===== src/erase_cmd_pkg.sv =====
// Constants shared by the chip-erase command handler and its testbench.
package erase_cmd_pkg;
  localparam logic [7:0] CMD_CHIP_ERASE = 8'h40;
  localparam logic [7:0] CMD_ERASE_ENABLE = 8'h54;
  localparam logic [3:0] NIB_COMM_ERR = 4'h8;
  localparam logic [3:0] NIB_CMD_ERR = 4'h1;
  localparam logic [7:0] ACK_NORMAL = 8'h40;
  localparam logic [7:0] ACK_ABNORMAL = 8'h41;
  localparam logic [7:0] ACK_COMM_ERR = 8'h48;
  localparam logic [7:0] EN_ABNORMAL = 8'h51;
  localparam logic [7:0] EN_COMM_ERR = 8'h58;
  localparam logic [7:0] ERASE_OK = 8'h4F;
  localparam logic [7:0] ERASE_BLANK_ERR = 8'h4C;
  localparam logic [7:0] ERASE_ABORT = 8'h47;
  localparam logic [7:0] PW_NOT_NEEDED = 8'hFF;
  localparam int PW_BYTES = 12;
  localparam int FIFO_DEPTH = 32;
  localparam logic [7:0] LAST_CMD_RESET = 8'h00;
  typedef enum logic [2:0] {
    ST_CMD = 3'b000,
    ST_PW = 3'b001,
    ST_SUM = 3'b010,
    ST_EN = 3'b011,
    ST_ERASE = 3'b100
  } state_t;
endpackage


===== src/resp_fifo.sv =====
// Synchronous FIFO with valid/ready on both sides for response bytes.
`timescale 1ns/1ps
module resp_fifo #(
  parameter int WIDTH = 8,
  parameter int DEPTH = 32
) (
  // Clock and reset.
  input wire logic core_clk,
  input wire logic reset,
  // Fill side.
  input wire logic in_valid,
  output logic in_ready,
  input wire logic [WIDTH-1:0] in_data,
  // Drain side.
  output logic out_valid,
  input wire logic out_ready,
  output logic [WIDTH-1:0] out_data
);
  localparam int AW = $clog2(DEPTH);
  logic [WIDTH-1:0] mem [DEPTH];
  logic [AW-1:0] wr_ptr_r;
  logic [AW-1:0] rd_ptr_r;
  logic [AW:0] count_r;
  wire push = in_valid && in_ready;
  wire pop = out_valid && out_ready;

  // Full and empty come straight from the occupancy count.
  assign in_ready = (count_r != (AW+1)'(DEPTH));
  assign out_valid = (count_r != '0);
  assign out_data = mem[rd_ptr_r];

  // Storage array; written only, never reset.
  always_ff @(posedge core_clk) begin
    if (push) begin
      mem[wr_ptr_r] <= in_data;
    end
  end

  // Pointers and count.
  always_ff @(posedge core_clk or posedge reset) begin
    if (reset) begin
      wr_ptr_r <= '0;
      rd_ptr_r <= '0;
      count_r <= '0;
    end else begin
      if (push) wr_ptr_r <= (wr_ptr_r == AW'(DEPTH-1)) ? '0 : wr_ptr_r + 1'b1;
      if (pop) rd_ptr_r <= (rd_ptr_r == AW'(DEPTH-1)) ? '0 : rd_ptr_r + 1'b1;
      count_r <= count_r + (AW+1)'(push) - (AW+1)'(pop);
    end
  end
endmodule


===== src/erase_cmd_handler.sv =====
// Byte-level handler for the serial boot chip-erase sequence.
// Operation
// - UART mode: received command with error gets communication-error reply, back to wait.
// - Error replies carry code in low nibble, last command's upper nibble above.
// - Clocked I/O serial mode skips the reception-error check.
// - A supported command byte is echoed back as acknowledgement.
// - An unsupported command byte gets command-error reply, back to wait.
// - Password not required: skip verification, accept dummy bytes.
// - Target checks the checksum byte and sends an acknowledgement.
// - Checksum step: error gives 0x48, mismatch 0x41, both return to wait.
// - Password mismatch gives 0x41 and wait; match or not needed gives 0x40.
// - Erase-enable byte: error 0x58, wrong 0x51, else echo and start erase.
// - Erase result: 0x4F success, 0x4C blank-check error, 0x47 abort then wait.
`timescale 1ns/1ps
module erase_cmd_handler
  import erase_cmd_pkg::*;
#(
  parameter int PW_LEN = PW_BYTES,
  parameter int DEPTH = FIFO_DEPTH
) (
  // Clock and reset.
  input wire logic core_clk,
  input wire logic reset,
  // Link mode: high for UART, low for clocked I/O serial.
  input wire logic uart_mode,
  // Received bytes from the serial receiver.
  input wire logic rx_valid,
  input wire logic [7:0] rx_data,
  input wire logic rx_error,
  output logic rx_ready,
  // Response bytes toward the serial transmitter.
  output logic tx_valid,
  input wire logic tx_ready,
  output logic [7:0] tx_data,
  // Stored password and its requirement setting.
  input wire logic [8*PW_BYTES-1:0] stored_password,
  input wire logic [7:0] pw_required_setting,
  // Erase engine.
  output logic erase_start,
  input wire logic erase_done,
  input wire logic erase_blank_err,
  input wire logic erase_aborted,
  // Sequence status.
  output logic busy
);
  state_t state_r;
  state_t state_nxt;
  logic [3:0] pw_idx_r;
  logic [7:0] sum_r;
  logic pw_bad_r;
  logic [7:0] last_cmd_r;
  logic erase_start_r;
  logic resp_valid;
  logic [7:0] resp_data;
  logic resp_ready;

  // Reception error counts only on the UART link.
  wire rx_err_eff = uart_mode && rx_error;
  wire take = rx_valid && rx_ready;
  wire pw_needed = (pw_required_setting != PW_NOT_NEEDED);
  wire [7:0] pw_expect = stored_password[8*pw_idx_r +: 8];
  wire pw_byte_bad = (rx_data != pw_expect);
  wire sum_ok = (rx_data == sum_r);
  wire last_pw = (pw_idx_r == 4'(PW_LEN-1));
  wire erase_event = (state_r == ST_ERASE) && (erase_done || erase_aborted);

  // Byte decodes and error codes; the upper nibble of an error reply repeats the last command.
  wire pw_take = take && (state_r == ST_PW);
  wire cmd_known = (rx_data == CMD_CHIP_ERASE);
  wire enable_ok = (rx_data == CMD_ERASE_ENABLE);
  wire [7:0] comm_err_code = {last_cmd_r[7:4], NIB_COMM_ERR};
  wire [7:0] cmd_err_code = {last_cmd_r[7:4], NIB_CMD_ERR};

  // Bytes are taken only while the reply path has room, so no reply is lost.
  assign rx_ready = resp_ready && (state_r != ST_ERASE);

  // Reply selection for each step of the sequence.
  always_comb begin
    resp_valid = 1'b0;
    resp_data = ACK_NORMAL;
    state_nxt = state_r;
    case (state_r)
      ST_CMD: begin
        if (take) begin
          resp_valid = 1'b1;
          if (rx_err_eff) begin
            resp_data = comm_err_code;
          end else if (cmd_known) begin
            resp_data = rx_data;
            state_nxt = ST_PW;
          end else begin
            resp_data = cmd_err_code;
          end
        end
      end
      ST_PW: begin
        if (take && last_pw) begin
          state_nxt = ST_SUM;
        end
      end
      ST_SUM: begin
        if (take) begin
          resp_valid = 1'b1;
          state_nxt = ST_CMD;
          if (rx_err_eff) begin
            resp_data = ACK_COMM_ERR;
          end else if (!sum_ok) begin
            resp_data = ACK_ABNORMAL;
          end else if (pw_needed && pw_bad_r) begin
            resp_data = ACK_ABNORMAL;
          end else begin
            resp_data = ACK_NORMAL;
            state_nxt = ST_EN;
          end
        end
      end
      ST_EN: begin
        if (take) begin
          resp_valid = 1'b1;
          state_nxt = ST_CMD;
          if (rx_err_eff) begin
            resp_data = EN_COMM_ERR;
          end else if (!enable_ok) begin
            resp_data = EN_ABNORMAL;
          end else begin
            resp_data = CMD_ERASE_ENABLE;
            state_nxt = ST_ERASE;
          end
        end
      end
      ST_ERASE: begin
        if (erase_event && resp_ready) begin
          resp_valid = 1'b1;
          state_nxt = ST_CMD;
          if (erase_aborted) begin
            resp_data = ERASE_ABORT;
          end else if (erase_blank_err) begin
            resp_data = ERASE_BLANK_ERR;
          end else begin
            resp_data = ERASE_OK;
          end
        end
      end
      default: begin
        state_nxt = ST_CMD;
      end
    endcase
  end

  // Sequence state.
  always_ff @(posedge core_clk or posedge reset) begin
    if (reset) begin
      state_r <= ST_CMD;
    end else begin
      state_r <= state_nxt;
    end
  end

  // Last command byte seen, source of the upper nibble of error replies.
  always_ff @(posedge core_clk or posedge reset) begin
    if (reset) begin
      last_cmd_r <= LAST_CMD_RESET;
    end else if (take && state_r == ST_CMD) begin
      last_cmd_r <= rx_data;
    end
  end

  // Password index. Index, sum and flag clear only while a command is awaited, so a
  // checksum byte that comes some cycles after the last password byte still meets them.
  always_ff @(posedge core_clk or posedge reset) begin
    if (reset) begin
      pw_idx_r <= '0;
    end else if (state_r == ST_CMD) begin
      pw_idx_r <= '0;
    end else if (pw_take) begin
      pw_idx_r <= pw_idx_r + 4'h1;
    end
  end

  // Running 8-bit checksum of the password bytes.
  always_ff @(posedge core_clk or posedge reset) begin
    if (reset) begin
      sum_r <= '0;
    end else if (state_r == ST_CMD) begin
      sum_r <= '0;
    end else if (pw_take) begin
      sum_r <= sum_r + rx_data;
    end
  end

  // Sticky mismatch flag; a receive fault on a password byte counts as a mismatch.
  always_ff @(posedge core_clk or posedge reset) begin
    if (reset) begin
      pw_bad_r <= 1'b0;
    end else if (state_r == ST_CMD) begin
      pw_bad_r <= 1'b0;
    end else if (pw_take) begin
      pw_bad_r <= pw_bad_r || pw_byte_bad || rx_err_eff;
    end
  end

  // One-cycle erase start after the enable byte is echoed.
  always_ff @(posedge core_clk or posedge reset) begin
    if (reset) begin
      erase_start_r <= 1'b0;
    end else begin
      erase_start_r <= (state_r == ST_EN) && (state_nxt == ST_ERASE);
    end
  end

  assign erase_start = erase_start_r;
  assign busy = (state_r != ST_CMD);

  // Reply bytes queue here until the transmitter drains them.
  resp_fifo #(.WIDTH(8), .DEPTH(DEPTH)) u_fifo (
    .core_clk(core_clk),
    .reset(reset),
    .in_valid(resp_valid),
    .in_ready(resp_ready),
    .in_data(resp_data),
    .out_valid(tx_valid),
    .out_ready(tx_ready),
    .out_data(tx_data)
  );
endmodule


===== config.mk =====
export PLATFORM = sky130hd
export DESIGN_NAME = erase_cmd_handler
export DESIGN_NICKNAME = d
export VERILOG_FILES = /design/src/erase_cmd_pkg.sv /design/src/resp_fifo.sv /design/src/erase_cmd_handler.sv
export SDC_FILE = /design/constraint.sdc
export NUM_CORES = 1
export LEC_CHECK = 0
export ABC_AREA = 1
export BUFFER_PORTS_ARGS = -buffer_cell sky130_fd_sc_hd__buf_4
export CAP_MARGIN = 20
export CORE_ASPECT_RATIO = 0.8
export CORE_MARGIN = 8
export CORE_UTILIZATION = 45
export CTS_CLUSTER_SIZE = 24
export DETAILED_ROUTE_END_ITERATION = 16
export MAX_ROUTING_LAYER = met4
export PLACE_DENSITY = 0.75
export SYNTH_ARGS = -nofsm -noshare
export SYNTH_HDL_FRONTEND = slang
export SYNTH_SLANG_ARGS = --single-unit

===== constraint.sdc =====
create_clock -name core_clk -period 8.6 [get_ports core_clk]
set_input_delay 0 -clock core_clk [delete_from_list [all_inputs] [get_ports core_clk]]
set_output_delay 0 -clock core_clk [all_outputs]
set_load 0.01 [all_outputs]

# After elaboration in Yosys (flattened, before gate mapping)
# Memories as Yosys holds them, arrays and structs flattened.
# Cells that the tools add are included.
[word_totals]
ramBits = 256
out_inout_bits = 12
mem_count = 1
input_bits = 121
register_bits = 41
word_cells = 92
[memory_table]
columns = ["name", "depth", "width", "rd", "rd_clocked_by_memory_dff", "write_ports", "line_no", "source"]
rows = [
  ["u_fifo.mem", 32, 8, 1, 0, 1, "resp_fifo.sv:20", "logic [WIDTH-1:0] mem [DEPTH];"],
]
[classes]
mux = 40
n_reduce_logical = 20
add_sub_neg = 6
eq_ne = 15
n_shift = 1
[op_table]
columns = ["op", "n"]
rows = [
  ["variable part select 96 x 8 -> 8 bit", 1],
  ["2-to-1 mux 8 bit", 5],
  ["one-hot mux 8 bit (4 select lines)", 1],
  ["2-to-1 mux 3 bit", 10],
  ["2-to-1 mux 4 bit", 7],
  ["equality test 8 x 7 -> 1 bit (second input constant)", 2],
  ["2-to-1 mux 5 bit", 3],
  ["one-hot mux 3 bit (5 select lines)", 1],
  ["logical AND 1 bit", 12],
  ["adder 5 x 1 -> 5 bit (second input constant)", 2],
  ["equality test 5 bit (second input constant)", 2],
  ["adder 8 bit", 1],
  ["equality test 8 bit", 1],
  ["2-to-1 mux 1 bit", 8],
  ["2-to-1 mux 2 bit", 4],
  ["!= test 8 bit", 1],
  ["!= test 8 bit (second input constant)", 1],
  ["adder 6 x 1 -> 6 bit", 1],
  ["equality test 3 x 2 -> 1 bit (second input constant)", 2],
  ["equality test 3 bit (second input constant)", 2],
  ["!= test 6 bit (second input constant)", 1],
  ["nonzero test 6 bit", 1],
  ["subtractor 6 x 1 -> 6 bit", 1],
  ["adder 4 x 1 -> 4 bit (second input constant)", 1],
  ["other kinds (9)", 11],
]

# Longest topological paths before layout
[logic_depth]
ltp_word = 9
depth_mapped = 16
ltp_nobuf = 16

# Hierarchy
# A second synthesis with hierarchy kept.
[hier_totals]
hier_cells = 1678
area_unflattened_um2 = 14853.0
[modules_own_cells]
columns = ["module", "seq_area_each_um2", "cells_per_inst", "area_per_inst_um2", "instances"]
rows = [
  ["resp_fifo", 8087.8, 1237, 12333.1, 1],
  ["erase_cmd_handler", 525.5, 441, 2519.9, 1],
]

# Least setup slack after synthesis
# No wires, ideal clock.
[synth_timing]
path_type = "reg-to-reg"
from = "register u_fifo.count_r[2]"
to = "memory u_fifo.mem[0][5] (data pin)"
path_stages_with_launch = 12
arrival_ns = 2.574
required_ns = 8.155
n_path_buf = 0
setup_ns = 0.445
slack_ns = 5.581
path_cell_list = "dfrtp_1 > inv_1 > ha_1 > nand4_1 > nand2_1 > nor2_4 > inv_1 > nor2_1 > inv_1 > nor2_1 > inv_1 > nor3_1"
[synth_via]
elab_chain_len = 5
[synth_lines]
columns = ["element", "line_no", "source"]
rows = [
  ["start: declaration", "resp_fifo.sv:23", "logic [AW:0] count_r;"],
  ["start signal: assignment", "resp_fifo.sv:48", "count_r <= count_r + (AW+1)'(push) - (AW+1)'(pop);"],
  ["!= test 6 bit", "resp_fifo.sv:28", "assign in_ready = (count_r != (AW+1)'(DEPTH));"],
  ["logical AND 1 bit", "erase_cmd_handler.sv:75", "assign rx_ready = resp_ready && (state_r != ST_ERASE);"],
  ["logical AND 1 bit", "erase_cmd_handler.sv:59", "wire take = rx_valid && rx_ready;"],
  ["2-to-1 mux 8 bit", "erase_cmd_handler.sv:84", "if (take) begin"],
  ["one-hot mux 8 bit (4 select lines)", "erase_cmd_handler.sv:82", "case (state_r)"],
  ["via resp_data[5]", "erase_cmd_handler.sv:54", "logic [7:0] resp_data;"],
  ["end: declaration", "resp_fifo.sv:20", ""],
]
# The timed path passes the listed nets, and every way through them passes these cells.

# Final worst setup path
[layout_timing]
from = "register u_fifo.rd_ptr_r[0]"
to = "output port tx_data[0]"
[layout_via]
elab_chain_len = 1
[layout_lines]
columns = ["element", "line_no", "source"]
rows = [
  ["start: declaration", "resp_fifo.sv:22", "logic [AW-1:0] rd_ptr_r;"],
  ["start signal: assignment", "resp_fifo.sv:47", "if (pop) rd_ptr_r <= (rd_ptr_r == AW'(DEPTH-1)) ? '0 : rd_ptr_r + 1'b1;"],
  ["memory (32 x 8 bit)", "n/a", ""],
  ["end: declaration", "erase_cmd_handler.sv:34", "output logic [7:0] tx_data,"],
]
# No other way between the ends.

==> metrics.cfg <==
[status]
status = finished clean

[layout]
drive_gt1_frac = 0.142
fin_nets = 1580
diodes = 0
regArea_um2 = 8620
final_common_cell = edfxtp_1
multi_input_area_um2 = 4260
final_cell_mix = edfxtp_1 (256), nor2_1 (224), nand2_1 (185), o21ai_0 (154), buf_4 (149)
syn_to_final_growth_pct = 17.2
n_fill_cell = 2498

[clocking]
clk_pin_slew_ps = 60
cts.path.max_buffers = 3
cts_buffers = 28
cts_sinks = 293
post_cts_buffers = 0
tritoncts = done
cts_root_buf = clkbuf_16
cts_max_level = 1
clk_latency_ps = 540

[global_routing]
antenna_found_initial = 0
grt_pass1_vias = 10200
overflow = 0
track_usage = 0.202
grt_pass1_wl_mm = 56.5
grt_max_degree = 85

[die]
die-area_um2 = 35900
io_pins = 133
core_area_um2 = 29400
rows = 56
die_w_um = 210
die_y_um = 171
initial_core_util = 0.460

[pwr]
design_power_total_w = 0.00431
irDropWorstVdd_uv = 179
powerDensity_nw_per_um2 = 271
leakage_nw = 6.10

[sta]
clock.fmax_mhz = 267
clock_skew_ps = 15.0
worstMarginPinSlew_ps = 1080
hold_viol_final = 0
setup_violations = 0
slew_headroom = 0.282
final.setup.tns_ps = 0
period_share = 0.436
layout_min_cycle_time_ps = 3750
rsz0062_at_grt = false
finalMaxSlewViolations = 0

[setup_path]
start_kind = register
worstSetupEndpointType = output port
cp.arrival_ps = 3750
path_class = reg -> out
crit_fanout = 64
worst_ep_required_time_ps = 8600

[place]
place_congestion = 0.900
hpwl_mm = 23.2
portBuffers = 132

[drt]
viasPerCell = 5.79
post_drt_wl_per_cell_um = 19.7
drc = 0
vias = 10600
drtPass1Iterations = 6
antenna_left = 0
routed_wl_mm = 36.0
initialDrtViolationCount = 1281

[run]
cap_violations = 0

[synthesis]
syn_inst = 1308
seq_area_frac_synth = 0.636
syn_nets = 1455
synth_area_um2 = 13500
yosysUniqueCellTypes = 38
synth.avg_cell_area_um2 = 10.3
ys_ff_latch = 293
yosys_warnings = 0

[min_path]
hp-class = in -> reg

-- Yosys cell counts --
cell      instances  share of area
a21o_1            1        0.00055
a21oi_1          32          0.012
a31oi_1           2        0.00092
a32o_1            1        0.00074
buf_1             1        0.00028
buf_2            29          0.011
buf_4             2         0.0011
buf_6             5         0.0042
clkbuf_1         33         0.0092
clkinv_1          2        0.00055
dfrtp_1          37          0.068
edfxtp_1        256           0.57
fa_1              2         0.0030
ha_1             24          0.022
inv_1            86          0.024
inv_2             3        0.00083
nand2_1         185          0.051
nand2_2           4         0.0018
nand3_1          74          0.027
nand3b_1          1        0.00055
nand4_1           8         0.0037
nor2_1          224          0.062
nor2_4            1        0.00083
nor3_1           11         0.0041
nor3b_1           1        0.00055
nor4_1            3         0.0014
o211ai_1          3         0.0017
o21a_1            1        0.00055
o21ai_0         154          0.057
o21ai_1          17         0.0063
o21bai_1          1        0.00055
o221ai_1         24          0.016
o22ai_1          68          0.031
o311ai_0          1        0.00065
o31ai_1           2         0.0011
or2_2             2        0.00092
xnor2_1           3         0.0019
xor2_1            4         0.0026
-- where the power goes --
part	internal (W)	switching, W
Sequential	0.00167	0.0000811
Combinational	0.000448	0.000930
Clock	0.000668	0.000508
Total	0.00279	0.00152
-- layer usage --
metal / wire (µm) / vias to the layer above / GRT usage / share of wire
li1: - / 4879 / - / -
met1: 15600 / 5110 / 0.283 / 0.43
met2: 16500 / 552 / 0.311 / 0.46
met3: 3360 / 46 / 0.0358 / 0.093
met4: 507 / 0 / 0.0364 / 0.014
met5: 0 / - / - / 0
-- registers in the layout, summed over array words and instances (netlist names) --
name	count
u_fifo.wr_ptr_r	5
state_r	3
pw_bad_r	1
sum_r	8
u_fifo.mem	256
pw_idx_r	4
last_cmd_r	4
u_fifo.rd_ptr_r	5
u_fifo.count_r	6
erase_start	1
-- path summary, 6_finish.rpt --
kind                                      end  depth (start not counted)  slack, ps                from
setup / recovery                   tx_data[0]                          9       4850  u_fifo.rd_ptr_r[0]
hold / removal                     state_r[2]                          4         40          erase_done
setup reg to reg             u_fifo.mem[3][6]                          9       5580   u_fifo.count_r[2]
hold reg to reg                      sum_r[0]                          2        520            sum_r[0]
max in group asynchronous  u_fifo.rd_ptr_r[0]                          4       8030               reset
min in group asynchronous   u_fifo.count_r[2]                          4        140               reset
-- final cells by class --
cell class	count	share of cell area
Clock inverter	12	0.00505
Timing Repair Buffer	165	0.0825
Sequential cell	293	0.543
Inverter	91	0.0215
Multi-Input combinational cell	854	0.269
Clock buffer	38	0.0497
Tap cell	377	0.0297
-- metrics by stage --
step / hold WS, ps / util / setup WS (ps) / area (µm²) / std cells
2_1_floorplan: 121 / - / 5580 / 13500 / 1308
3_3_place_gp: 168 / 0.503 / 5550 / 14800 / 1764
3_5_place_dp: 174 / 0.504 / 5520 / 14800 / 1765
4_1_cts: 31.6 / 0.538 / 4940 / 15800 / 1828
5_1_grt: 82.1 / 0.539 / 4630 / 15900 / 1830
6_report: 42.9 / 0.539 / 4850 / 15900 / 1830
-- worst max-delay path: stages (launching register included) --
cell and delay [ps]:
dfrtp_4 640, inv_2 680, buf_4 620, o21ai_0 170
o22ai_1 330, o21ai_1 120, o22ai_1 180, nand2_1 70
nand2_1 160, buf_4 150
-- what timing repair did --
action	4_1_cts	5_1_grt
hold endpoints to repair	48	0
hold buffers	13	0
gates resized for setup	0	0
-- cells by family (layout without fill, tap and decap cells) --
kind of cell             count (synthesis)  count (layout)  synth area share
XOR/XNOR                                 7               7           0.00453
flip-flops                             293             293             0.636
adder cells (fa/ha/maj)                 26              26            0.0251
buffers and inverters                  161             306            0.0507
AO/OA/AOI/OAI                          307             307             0.129
AND/OR/NAND/NOR                        514             514             0.155
No activity file was read; power rests on OpenSTA's default activity.
